**config.mk**
```make
export PLATFORM = sky130hd
export DESIGN_NAME = portable_power_charge_sequencer
export DESIGN_NICKNAME = d
export VERILOG_FILES = /design/src/include/power_seq_pkg.sv /design/src/portable_power_charge_sequencer.sv /design/src/tick_divider.sv /design/src/down_timer.sv
export VERILOG_INCLUDE_DIRS = /design/src /design/src/include
export SDC_FILE = /design/constraint.sdc
export NUM_CORES = 1
export LEC_CHECK = 0
export BUFFER_PORTS_ARGS = -buffer_cell sky130_fd_sc_hd__buf_2
export CORE_ASPECT_RATIO = 1.75
export CORE_MARGIN = 2
export CORE_UTILIZATION = 35
export CTS_CLUSTER_DIAMETER = 120
export DETAILED_ROUTE_END_ITERATION = 8
export GPL_TIMING_DRIVEN = 0
export SLEW_MARGIN = 5
export SYNTH_ARGS = -nofsm -noshare
export SYNTH_HDL_FRONTEND = slang
export SYNTH_SLANG_ARGS = --single-unit
```
**constraint.sdc**
```tcl
create_clock -name aclk -period 3.1 [get_ports aclk]
set_input_delay 0.31 -clock aclk [delete_from_list [all_inputs] [get_ports aclk]]
set_output_delay 0.31 -clock aclk [all_outputs]
set_load 0.02 [all_outputs]
```
**src/include/power_seq_cfg.svh**
```systemverilog
// offsets, field positions, reset values and timing counts of the power sequencer
`ifndef POWER_SEQ_CFG_SVH
`define POWER_SEQ_CFG_SVH

// ----------------------------------------------------------------------------
// register byte offsets
// ----------------------------------------------------------------------------
`define CFG_REG_CTRL       8'h00
`define CFG_REG_TOD        8'h04
`define CFG_REG_WAKE       8'h08
`define CFG_REG_IDLE       8'h0C
`define CFG_REG_STATUS     8'h10

// ----------------------------------------------------------------------------
// field positions
// ----------------------------------------------------------------------------
`define CFG_CTRL_SOFT_ON   0
`define CFG_CTRL_SOFT_OFF  1
`define CFG_CTRL_WAKE_EN   2
`define CFG_CTRL_AUX_SEL   3
`define CFG_CTRL_PERIPH_LO 8
`define CFG_CTRL_PERIPH_HI 12
`define CFG_STAT_STATE_LO  8
`define CFG_STAT_STATE_HI  11

// ----------------------------------------------------------------------------
// reset values
// ----------------------------------------------------------------------------
`define CFG_IDLE_MIN_RESET 8'h0A
`define CFG_PERIPH_RESET   5'h1F

// ----------------------------------------------------------------------------
// times and cycle counts
// ----------------------------------------------------------------------------
`define CFG_CLK_PERIOD_NS  10
`define CFG_SECOND_NS      1000000000
`define CFG_CYCLES_PER_SEC (`CFG_SECOND_NS / `CFG_CLK_PERIOD_NS)
`define CFG_SEC_PER_MIN    60
`define CFG_WARN_SEC       30
`define CFG_CHARGE_HOURS   8
`define CFG_CHARGE_SEC     (`CFG_CHARGE_HOURS * 3600)
`define CFG_SEQ_STEP_NS    160
`define CFG_SEQ_STEP_CYC   ((`CFG_SEQ_STEP_NS + `CFG_CLK_PERIOD_NS - 1) / `CFG_CLK_PERIOD_NS)
`define CFG_DONE_WAIT_NS   10000
`define CFG_DONE_WAIT_CYC  (`CFG_DONE_WAIT_NS / `CFG_CLK_PERIOD_NS)

`endif

```
**src/include/power_seq_pkg.sv**
```systemverilog
// types shared by the power and charge sequencer
package power_seq_pkg;

  // ----------------------------------------------------------------------------
  // axi4-lite channels
  // ----------------------------------------------------------------------------
  typedef struct packed {
    logic        awvalid;
    logic [7:0]  awaddr;
    logic        wvalid;
    logic [31:0] wdata;
    logic [3:0]  wstrb;
    logic        bready;
    logic        arvalid;
    logic [7:0]  araddr;
    logic        rready;
  } axi_req_t;

  typedef struct packed {
    logic        awready;
    logic        wready;
    logic        bvalid;
    logic [1:0]  bresp;
    logic        arready;
    logic        rvalid;
    logic [31:0] rdata;
    logic [1:0]  rresp;
  } axi_rsp_t;

  // ----------------------------------------------------------------------------
  // power sequence
  // ----------------------------------------------------------------------------
  typedef enum logic [3:0] {
    ST_OFF,
    ST_PWR_UP,
    ST_ON,
    ST_NOTIFY,
    ST_DRAIN,
    ST_HEAD,
    ST_PERIPH,
    ST_CLEAR
  } pwr_state_t;

endpackage : power_seq_pkg

```
**src/portable_power_charge_sequencer.sv**
```systemverilog
// power on/off, backup select and charge rate sequencer with axi4-lite registers
//
// Chosen here: the AXI4-Lite interface to the registers and the register addresses.
`timescale 1ns/10ps
`include "power_seq_cfg.svh"
module portable_power_charge_sequencer #(
  parameter int CYCLES_PER_SEC = `CFG_CYCLES_PER_SEC,
  parameter int CHARGE_SEC     = `CFG_CHARGE_SEC
) (
  // clock and reset
  input  wire logic                      aclk,
  input  wire logic                      aresetn,
  // register bus
  input  wire power_seq_pkg::axi_req_t   s_axi_req,
  output power_seq_pkg::axi_rsp_t        s_axi_rsp,
  // power switch, battery and activity inputs
  input  wire logic                      switch_interrupt_in,
  input  wire logic                      battery_low,
  input  wire logic                      key_entry_idle,
  input  wire logic                      io_activity,
  // main cpu handshake and mechanics
  input  wire logic                      cpu_done,
  input  wire logic                      mech_busy,
  // charger inputs
  input  wire logic                      adaptor_detect,
  input  wire logic                      charge_bypass_jumper,
  // supply and reset outputs
  output logic                           supply_enable_n,
  output logic                           backup_source_select,
  output logic                           gate_array_clear,
  output logic                           cpu_power_irq,
  // peripheral outputs: tape, prom, rs232, barcode, speaker
  output logic                           head_unload,
  output logic [4:0]                     periph_power,
  output logic                           printer_reinit,
  // charger output
  output logic                           charge_rate_select
);
  localparam int CW = $clog2(CHARGE_SEC + 1);

  typedef struct packed {
    power_seq_pkg::pwr_state_t st;
    logic [15:0]               step;
    logic                      sw_q;
    logic                      batt_q;
    logic                      warn;
    logic                      soft_on;
    logic                      soft_off;
    logic                      wake_en;
    logic                      aux_sel;
    logic [4:0]                periph;
    logic [31:0]               tod;
    logic [31:0]               wake;
    logic [7:0]                idle_min;
    logic                      aw_full;
    logic                      w_full;
    logic [7:0]                waddr;
    logic [31:0]               wdata;
    logic [3:0]                wstrb;
    power_seq_pkg::axi_rsp_t   rsp;
    logic                      supply_enable_n;
    logic                      backup_source_select;
    logic                      gate_array_clear;
    logic                      cpu_power_irq;
    logic                      head_unload;
    logic [4:0]                periph_power;
    logic                      printer_reinit;
    logic                      charge_rate_select;
  } seq_state_t;

  seq_state_t s;
  seq_state_t next_s;

  // ----------------------------------------------------------------------------
  // time bases and timers
  // ----------------------------------------------------------------------------
  logic          sec_tick;
  logic          min_tick;
  logic          warn_load;
  logic          idle_load;
  logic          chg_load;
  logic [4:0]    warn_cnt;
  logic [7:0]    idle_cnt;
  logic [CW-1:0] chg_cnt;

  tick_divider #(.DIV(CYCLES_PER_SEC)) u_sec_div (
    .aclk    (aclk),
    .aresetn (aresetn),
    .en      (1'b1),
    .tick    (sec_tick)
  );

  tick_divider #(.DIV(`CFG_SEC_PER_MIN)) u_min_div (
    .aclk    (aclk),
    .aresetn (aresetn),
    .en      (sec_tick),
    .tick    (min_tick)
  );

  down_timer #(.W(5)) u_warn_tmr (
    .aclk    (aclk),
    .aresetn (aresetn),
    .load    (warn_load),
    .value   (5'(`CFG_WARN_SEC)),
    .tick    (sec_tick),
    .count   (warn_cnt)
  );

  down_timer #(.W(8)) u_idle_tmr (
    .aclk    (aclk),
    .aresetn (aresetn),
    .load    (idle_load),
    .value   (s.idle_min),
    .tick    (min_tick),
    .count   (idle_cnt)
  );

  down_timer #(.W(CW)) u_chg_tmr (
    .aclk    (aclk),
    .aresetn (aresetn),
    .load    (chg_load),
    .value   (CW'(CHARGE_SEC)),
    .tick    (sec_tick),
    .count   (chg_cnt)
  );

  // ----------------------------------------------------------------------------
  // event decode
  // ----------------------------------------------------------------------------
  logic on_state;
  logic sw_rise;
  logic sw_fall;
  logic batt_rise;
  logic warn_exp;
  logic idle_exp;
  logic wake_hit;

  assign on_state  = (s.st == power_seq_pkg::ST_ON);
  assign sw_rise   = switch_interrupt_in && !s.sw_q;
  assign sw_fall   = !switch_interrupt_in && s.sw_q;
  assign batt_rise = battery_low && !s.batt_q && on_state;
  assign warn_load = batt_rise;
  assign warn_exp  = s.warn && warn_cnt == 5'h0 && !batt_rise;
  assign idle_load = !on_state || io_activity || !key_entry_idle;
  assign idle_exp  = !idle_load && idle_cnt == 8'h00;
  assign wake_hit  = s.wake_en && s.tod == s.wake;
  assign chg_load  = !adaptor_detect;

  function automatic logic [31:0] merge(input logic [31:0] old_v, input logic [31:0] new_v,
                                        input logic [3:0] strb);
    logic [31:0] r;
    r = old_v;
    for (int i = 0; i < 4; i++) begin
      if (strb[i]) begin
        r[8*i +: 8] = new_v[8*i +: 8];
      end
    end
    return r;
  endfunction : merge

  // ----------------------------------------------------------------------------
  // next state
  // ----------------------------------------------------------------------------
  logic        wr_go;
  logic [31:0] ctrl_rd;
  logic [31:0] ctrl_wr;
  logic [31:0] stat_rd;
  logic        step_done;

  always_comb begin
    next_s                = s;
    next_s.sw_q           = switch_interrupt_in;
    next_s.batt_q         = battery_low;
    next_s.printer_reinit = 1'b0;
    step_done             = (s.step >= 16'(`CFG_SEQ_STEP_CYC - 1));
    if (s.step != 16'hFFFF) begin
      next_s.step = s.step + 16'h0001;
    end
    if (sec_tick) begin
      next_s.tod = s.tod + 32'h0000_0001;
    end

    // low-battery warning window
    if (batt_rise) begin
      next_s.warn = 1'b1;
    end else if (warn_exp) begin
      next_s.warn = 1'b0;
    end

    // power sequence
    case (s.st)
      power_seq_pkg::ST_OFF: begin
        if (sw_rise || s.soft_on || wake_hit) begin
          next_s.st      = power_seq_pkg::ST_PWR_UP;
          next_s.step    = 16'h0000;
          next_s.soft_on = 1'b0;
        end
        next_s.soft_off = 1'b0;
      end
      power_seq_pkg::ST_PWR_UP: begin
        if (step_done) begin
          next_s.st = power_seq_pkg::ST_ON;
        end
      end
      power_seq_pkg::ST_ON: begin
        if (sw_fall || (warn_exp && switch_interrupt_in) || idle_exp
            || s.soft_off) begin
          next_s.st       = power_seq_pkg::ST_NOTIFY;
          next_s.step     = 16'h0000;
          next_s.soft_off = 1'b0;
        end
        next_s.soft_on = 1'b0;
      end
      power_seq_pkg::ST_NOTIFY: begin
        if (cpu_done || s.step >= 16'(`CFG_DONE_WAIT_CYC - 1)) begin
          next_s.st = power_seq_pkg::ST_DRAIN;
        end
      end
      power_seq_pkg::ST_DRAIN: begin
        if (!mech_busy) begin
          next_s.st             = power_seq_pkg::ST_HEAD;
          next_s.step           = 16'h0000;
          next_s.printer_reinit = 1'b1;
        end
      end
      power_seq_pkg::ST_HEAD: begin
        if (step_done) begin
          next_s.st   = power_seq_pkg::ST_PERIPH;
          next_s.step = 16'h0000;
        end
      end
      power_seq_pkg::ST_PERIPH: begin
        if (step_done) begin
          next_s.st   = power_seq_pkg::ST_CLEAR;
          next_s.step = 16'h0000;
        end
      end
      power_seq_pkg::ST_CLEAR: begin
        if (step_done) begin
          next_s.st   = power_seq_pkg::ST_OFF;
          next_s.warn = 1'b0;
        end
      end
      default: begin
        next_s.st = power_seq_pkg::ST_OFF;
      end
    endcase

    // register reads
    ctrl_rd = '0;
    ctrl_rd[`CFG_CTRL_WAKE_EN] = s.wake_en;
    ctrl_rd[`CFG_CTRL_AUX_SEL] = s.aux_sel;
    ctrl_rd[`CFG_CTRL_PERIPH_HI:`CFG_CTRL_PERIPH_LO] = s.periph;
    stat_rd    = '0;
    stat_rd[0] = !s.supply_enable_n;
    stat_rd[1] = s.warn;
    stat_rd[2] = s.charge_rate_select;
    stat_rd[3] = adaptor_detect;
    stat_rd[4] = switch_interrupt_in;
    stat_rd[5] = s.gate_array_clear;
    stat_rd[`CFG_STAT_STATE_HI:`CFG_STAT_STATE_LO] = s.st;

    // axi write path
    if (s_axi_req.awvalid && s.rsp.awready) begin
      next_s.aw_full = 1'b1;
      next_s.waddr   = s_axi_req.awaddr;
    end
    if (s_axi_req.wvalid && s.rsp.wready) begin
      next_s.w_full = 1'b1;
      next_s.wdata  = s_axi_req.wdata;
      next_s.wstrb  = s_axi_req.wstrb;
    end
    if (s.rsp.bvalid && s_axi_req.bready) begin
      next_s.rsp.bvalid = 1'b0;
    end
    wr_go   = s.aw_full && s.w_full && !s.rsp.bvalid;
    ctrl_wr = merge(ctrl_rd, s.wdata, s.wstrb);
    if (wr_go) begin
      next_s.aw_full    = 1'b0;
      next_s.w_full     = 1'b0;
      next_s.rsp.bvalid = 1'b1;
      next_s.rsp.bresp  = 2'b00;
      case (s.waddr)
        `CFG_REG_CTRL: begin
          // request bits set after any consumption above, so a set wins
          if (ctrl_wr[`CFG_CTRL_SOFT_ON]) begin
            next_s.soft_on = 1'b1;
          end
          if (ctrl_wr[`CFG_CTRL_SOFT_OFF]) begin
            next_s.soft_off = 1'b1;
          end
          next_s.wake_en = ctrl_wr[`CFG_CTRL_WAKE_EN];
          next_s.aux_sel = ctrl_wr[`CFG_CTRL_AUX_SEL];
          next_s.periph  = ctrl_wr[`CFG_CTRL_PERIPH_HI:`CFG_CTRL_PERIPH_LO];
        end
        `CFG_REG_TOD: begin
          next_s.tod = merge(s.tod, s.wdata, s.wstrb);
        end
        `CFG_REG_WAKE: begin
          next_s.wake = merge(s.wake, s.wdata, s.wstrb);
        end
        `CFG_REG_IDLE: begin
          if (s.wstrb[0] && s.wdata[7:0] != 8'h00) begin
            next_s.idle_min = s.wdata[7:0];
          end
        end
        `CFG_REG_STATUS: begin
          next_s.rsp.bresp = 2'b00;
        end
        default: begin
          next_s.rsp.bresp = 2'b10;
        end
      endcase
    end
    next_s.rsp.awready = !next_s.aw_full && !next_s.rsp.bvalid;
    next_s.rsp.wready  = !next_s.w_full && !next_s.rsp.bvalid;

    // axi read path
    if (s.rsp.rvalid && s_axi_req.rready) begin
      next_s.rsp.rvalid = 1'b0;
    end
    if (s_axi_req.arvalid && s.rsp.arready) begin
      next_s.rsp.rvalid = 1'b1;
      next_s.rsp.rresp  = 2'b00;
      case (s_axi_req.araddr)
        `CFG_REG_CTRL:   next_s.rsp.rdata = ctrl_rd;
        `CFG_REG_TOD:    next_s.rsp.rdata = s.tod;
        `CFG_REG_WAKE:   next_s.rsp.rdata = s.wake;
        `CFG_REG_IDLE:   next_s.rsp.rdata = {24'h00_0000, s.idle_min};
        `CFG_REG_STATUS: next_s.rsp.rdata = stat_rd;
        default: begin
          next_s.rsp.rdata = 32'h0000_0000;
          next_s.rsp.rresp = 2'b10;
        end
      endcase
    end
    next_s.rsp.arready = !next_s.rsp.rvalid;

    // outputs
    next_s.supply_enable_n = (next_s.st == power_seq_pkg::ST_OFF);
    next_s.gate_array_clear = (next_s.st == power_seq_pkg::ST_OFF)
                           || (next_s.st == power_seq_pkg::ST_PWR_UP)
                           || (next_s.st == power_seq_pkg::ST_CLEAR);
    next_s.backup_source_select = !next_s.supply_enable_n
                               && (next_s.aux_sel || battery_low);
    next_s.cpu_power_irq = next_s.warn
                        || (next_s.st == power_seq_pkg::ST_NOTIFY);
    next_s.head_unload = (next_s.st == power_seq_pkg::ST_HEAD)
                      || (next_s.st == power_seq_pkg::ST_PERIPH);
    if (next_s.st == power_seq_pkg::ST_ON || next_s.st == power_seq_pkg::ST_NOTIFY
        || next_s.st == power_seq_pkg::ST_DRAIN || next_s.st == power_seq_pkg::ST_HEAD) begin
      next_s.periph_power = next_s.periph;
    end else begin
      next_s.periph_power = 5'h00;
    end
    // jumper fitted bypasses the rate transistor, so normal rate is shown
    next_s.charge_rate_select = adaptor_detect && !charge_bypass_jumper
                             && chg_cnt == CW'(0);
  end

  // ----------------------------------------------------------------------------
  // state register
  // ----------------------------------------------------------------------------
  always_ff @(posedge aclk) begin
    if (!aresetn) begin
      s                  <= '0;
      s.st               <= power_seq_pkg::ST_OFF;
      s.step             <= 16'hFFFF;
      s.idle_min         <= `CFG_IDLE_MIN_RESET;
      s.periph           <= `CFG_PERIPH_RESET;
      s.supply_enable_n  <= 1'b1;
      s.gate_array_clear <= 1'b1;
    end else begin
      s <= next_s;
    end
  end

  assign s_axi_rsp            = s.rsp;
  assign supply_enable_n      = s.supply_enable_n;
  assign backup_source_select = s.backup_source_select;
  assign gate_array_clear     = s.gate_array_clear;
  assign cpu_power_irq        = s.cpu_power_irq;
  assign head_unload          = s.head_unload;
  assign periph_power         = s.periph_power;
  assign printer_reinit       = s.printer_reinit;
  assign charge_rate_select   = s.charge_rate_select;
endmodule : portable_power_charge_sequencer

```
**src/tick_divider.sv**
```systemverilog
// one-cycle tick every DIV enabled cycles
`timescale 1ns/10ps
module tick_divider #(
  parameter int DIV = 60
) (
  // clock and reset
  input  wire logic aclk,
  input  wire logic aresetn,
  // enable and tick
  input  wire logic en,
  output logic      tick
);
  localparam int W = (DIV > 1) ? $clog2(DIV) : 1;

  typedef struct packed {
    logic [W-1:0] cnt;
    logic         tick;
  } div_state_t;

  div_state_t s;
  div_state_t next_s;

  always_comb begin
    next_s      = s;
    next_s.tick = 1'b0;
    if (en) begin
      if (s.cnt == W'(DIV - 1)) begin
        next_s.cnt  = '0;
        next_s.tick = 1'b1;
      end else begin
        next_s.cnt = s.cnt + W'(1);
      end
    end
  end

  always_ff @(posedge aclk) begin
    if (!aresetn) begin
      s <= '0;
    end else begin
      s <= next_s;
    end
  end

  assign tick = s.tick;
endmodule : tick_divider

```
**src/down_timer.sv**
```systemverilog
// loadable down counter that stops at zero
`timescale 1ns/10ps
module down_timer #(
  parameter int W = 8
) (
  // clock and reset
  input  wire logic         aclk,
  input  wire logic         aresetn,
  // control
  input  wire logic         load,
  input  wire logic [W-1:0] value,
  input  wire logic         tick,
  // state
  output logic [W-1:0]      count
);
  typedef struct packed {
    logic [W-1:0] cnt;
  } tmr_state_t;

  tmr_state_t s;
  tmr_state_t next_s;

  always_comb begin
    next_s = s;
    if (load) begin
      next_s.cnt = value;
    end else if (tick && s.cnt != '0) begin
      next_s.cnt = s.cnt - W'(1);
    end
  end

  always_ff @(posedge aclk) begin
    if (!aresetn) begin
      s <= '0;
    end else begin
      s <= next_s;
    end
  end

  assign count = s.cnt;
endmodule : down_timer

```
==> impl_metrics.py <==
metrics = {
    "timing": {
        "fin_crit_sh": 0.9178,
        "rsz0062_at_grt": "no",
        "tightest_slew_ps": 1079,
        "slew_headroom": 0.2747,
        "fin_crit_ps": 2845,
        "tns_ps": 0,
        "whs_ps": 17.56,
        "timing.fmax_mhz": 351.5,
        "skew_ps": 23.69,
        "hold_viol": 0,
        "setup_violations": 0,
        "maxSlewViolCount": 0,
    },
    "critical_path": {
        "start_kind": "flip-flop",
        "crit_arrival_ps": 3320,
        "cp.required_ps": 3570,
        "crit_fanout": 9,
        "end_kind": "flip-flop",
        "worstSetupPathType": "reg -> reg",
    },
    "detailed_routing": {
        "via_per_inst": 5.188,
        "drt_first_pass_iters": 5,
        "postRouteAntennaNets": 0,
        "remaining_drc_errors": 0,
        "num_vias": 11360,
        "drtIter0Drc": 710,
        "routedWlPerCell_um": 17.66,
        "wl_um": 38650,
    },
    "power": {
        "p_leak_uw": 0.005594,
        "p_per_area_nw_per_um2": 507.2,
        "swShare": 0.2403,
        "clock_power_share": 0.459,
        "vdd_drop_max_v": 0.0003521,
        "combPwrFrac": 0.068,
        "p_int_uw": 5723,
        "seq_power_share": 0.473,
        "p_switching_uw": 1810,
    },
    "clocking": {
        "clkTransAtPathRegs_ps": 60,
        "clkSinkCount": 264,
        "numCtsBuffers": 27,
        "cts_root_buffer": "clkbuf_16",
        "clk_latency_ps": 570,
        "clockBufferDepth": 3,
        "postCtsSetupBuffers": 0,
        "cts_tree": "done",
        "htree_num_levels": 1,
    },
    "die": {
        "start_util": 0.3535,
        "ios": 120,
        "dieArea_sq_um": 37120,
        "core_area_sq_um": 35180,
        "die_w_um": 146.5,
        "die_h_um": 253.4,
        "fp-row-count": 91,
    },
    "layout": {
        "drive_above_1_share": 0.1415,
        "final_common_cell": "dfxtp_1",
        "syn_to_final_growth_pct": 19.43,
        "num_antenna_cells": 0,
        "layout_common_cells": "dfxtp_1 (264), nand2_1 (225), a21oi_1 (135), nor2_1 (133), buf_2 (125)",
        "nets": 1781,
    },
    "yosys": {
        "yosysUniqueCellTypes": 74,
        "syn_area_sq_um": 12440,
        "synth_seq_area_share": 0.4249,
        "async_reset_ff_frac": 0,
        "syn_inst": 1529,
        "synth_edf_count": 0,
        "syn_area_per_cell_sq_um": 8.134,
        "ys_seq_elements": 264,
        "yosysWarnings": 0,
        "synthFlopType": "dfxtp_1",
    },
    "global_route": {
        "grt_first_pass_wirelength_um": 60170,
        "first_global_vias": 11300,
        "track_usage": 0.2042,
        "grt_max_degree": 15,
        "grt.overflow.total": 0,
        "antenna_found_initial": 0,
    },
    "hold_path": {
        "hold_path_class": "in -> reg",
    },
    "flow_run": {
        "cap_violations": 0,
    },
    "status": {
        "outcome": "finished clean",
    },
    "place": {
        "hpwl_um": 29930,
        "place.gp.congestion": 0.9028,
        "port_buffers": 115,
    },
}
kinds of logic after synthesis:
kind of cell	Yosys count	share of synthesized area
flops	264	0.4249
simple gates	627	0.2408
fa+ha+maj	9	0.009054
buf+inv	165	0.06680
xor+xnor	90	0.06338
other cells	1	0.0003015
compound gates	346	0.1723
mux	27	0.02233
worst max-delay path, cell delays in order, from the launching register on:
cell and delay, ps:
dfxtp_1 300, clkbuf_1 380, and4_1 370, nand3_1 180, nor4_2 820, and3_1 390, a211oi_1 110, nor3b_1 190
repair_timing:
item | CTS | global route
hold buffers | 30 | 0
endpoints found under the setup margin | 0 | 4
gates resized for setup | 0 | 2
hold endpoints to repair | 30 | 0
metal layers:
metal / GRT usage / vias up / part of all wire
li1: - / 5650 / -
met1: 0.2175 / 5260 / 0.38
met2: 0.3945 / 345 / 0.53
met3: 0.02144 / 101 / 0.043
met4: 0.1026 / 0 / 0.049
met5: 0 / - / 0
final cells by class:
class / count / area [sq um]
clock buffer: 40 / 804.5
buffer: 134 / 714.4
clock inverter: 8 / 133.9
sequential: 264 / 5285
tap: 465 / 581.8
fill: 3653 / 20330
timing repair buffer: 145 / 875.8
inverter: 31 / 116.4
multi-input combinational: 1102 / 6341
per-stage QoR:
| step | utilization | instance area [sq um] | setup WS, ps | cells | power, uW |
|---|---|---|---|---|---|
| detailed placement | 0.3866 | 13600 | 86.22 | 2111 | 4121 |
| finish | 0.4222 | 14850 | 254.8 | 2189 | 7533 |
| CTS | 0.4218 | 14840 | 117.5 | 2189 | 7620 |
| floorplan | - | 12440 | 771.6 | 1531 | 3916 |
| global placement | 0.3866 | 13600 | 90.26 | 2111 | 4112 |
| global route | 0.4222 | 14850 | 14.26 | 2189 | 7785 |
Yosys cell counts, types with 4 or more instances:
cell | number | area [sq um]
a211oi_1 | 15 | 112.6
nor2b_1 | 7 | 43.79
a222oi_1 | 4 | 40.04
nor4_1 | 22 | 137.6
mux2_2 | 6 | 67.56
a21oi_1 | 135 | 675.7
and2_1 | 43 | 269.0
xor2_1 | 32 | 280.3
and4_1 | 6 | 52.55
o211a_1 | 5 | 50.05
buf_1 | 5 | 18.77
a21o_1 | 9 | 67.56
nand2_1 | 225 | 844.6
buf_2 | 10 | 50.05
xnor2_1 | 58 | 508.0
nor3_1 | 37 | 185.2
or3_1 | 17 | 106.4
inv_1 | 31 | 116.4
a31oi_1 | 9 | 56.30
and3_1 | 19 | 118.9
clkbuf_1 | 68 | 255.2
a311oi_1 | 6 | 52.55
ha_1 | 9 | 112.6
dfxtp_1 | 264 | 5285
mux2i_1 | 21 | 210.2
nand3_1 | 58 | 290.3
nor2_1 | 133 | 499.2
a22oi_1 | 34 | 255.2
nand2b_1 | 8 | 50.05
o21ai_0 | 77 | 385.4
a221o_1 | 4 | 40.04
nand4_1 | 23 | 143.9
a32oi_1 | 7 | 61.31
o21a_1 | 5 | 37.54
buf_4 | 49 | 367.9
path summary, 6_finish.rpt:
path	from	to	slack (ps)	depth (start not counted)
hold / removal	s_axi_req[46]	s[88]$_SDFFE_PN0P_	20	3
setup / recovery	u_sec_div.tick$_SDFF_PN0_	s[170]$_SDFFE_PN0P_	250	7
hold reg to reg	u_sec_div.s[1]$_SDFF_PP0_	u_sec_div.s[1]$_SDFF_PP0_	450	1
setup reg to reg	u_sec_div.tick$_SDFF_PN0_	s[170]$_SDFFE_PN0P_	250	7
sequential cells by signal, indices dropped and copies added, names as in the netlist:
register              count
supply_enable_n           1
u_min_div.tick            1
u_sec_div.tick            1
backup_source_select      1
s_axi_rsp                39
periph_power              5
gate_array_clear          1
ctrl_rd                   7
u_chg_tmr.count          15
head_unload               1
u_sec_div.s              27
u_idle_tmr.count          8
u_warn_tmr.count          5
printer_reinit            1
cpu_power_irq             1
u_min_div.s               6
charge_rate_select        1
s                       143
power by group through the flow:
| stage | Sequential (uW) | Clock [uW] | Combinational [uW] |
|---|---|---|---|
| 2_1_floorplan | 3610 | 0 | 310 |
| 3_3_place_gp | 3630 | 0 | 481 |
| 3_5_place_dp | 3630 | 0 | 489 |
| 4_1_cts | 3560 | 3540 | 520 |
| 5_1_grt | 3570 | 3640 | 573 |
| 6_report | 3560 | 3460 | 515 |
(Power assumes the default switching activity.)
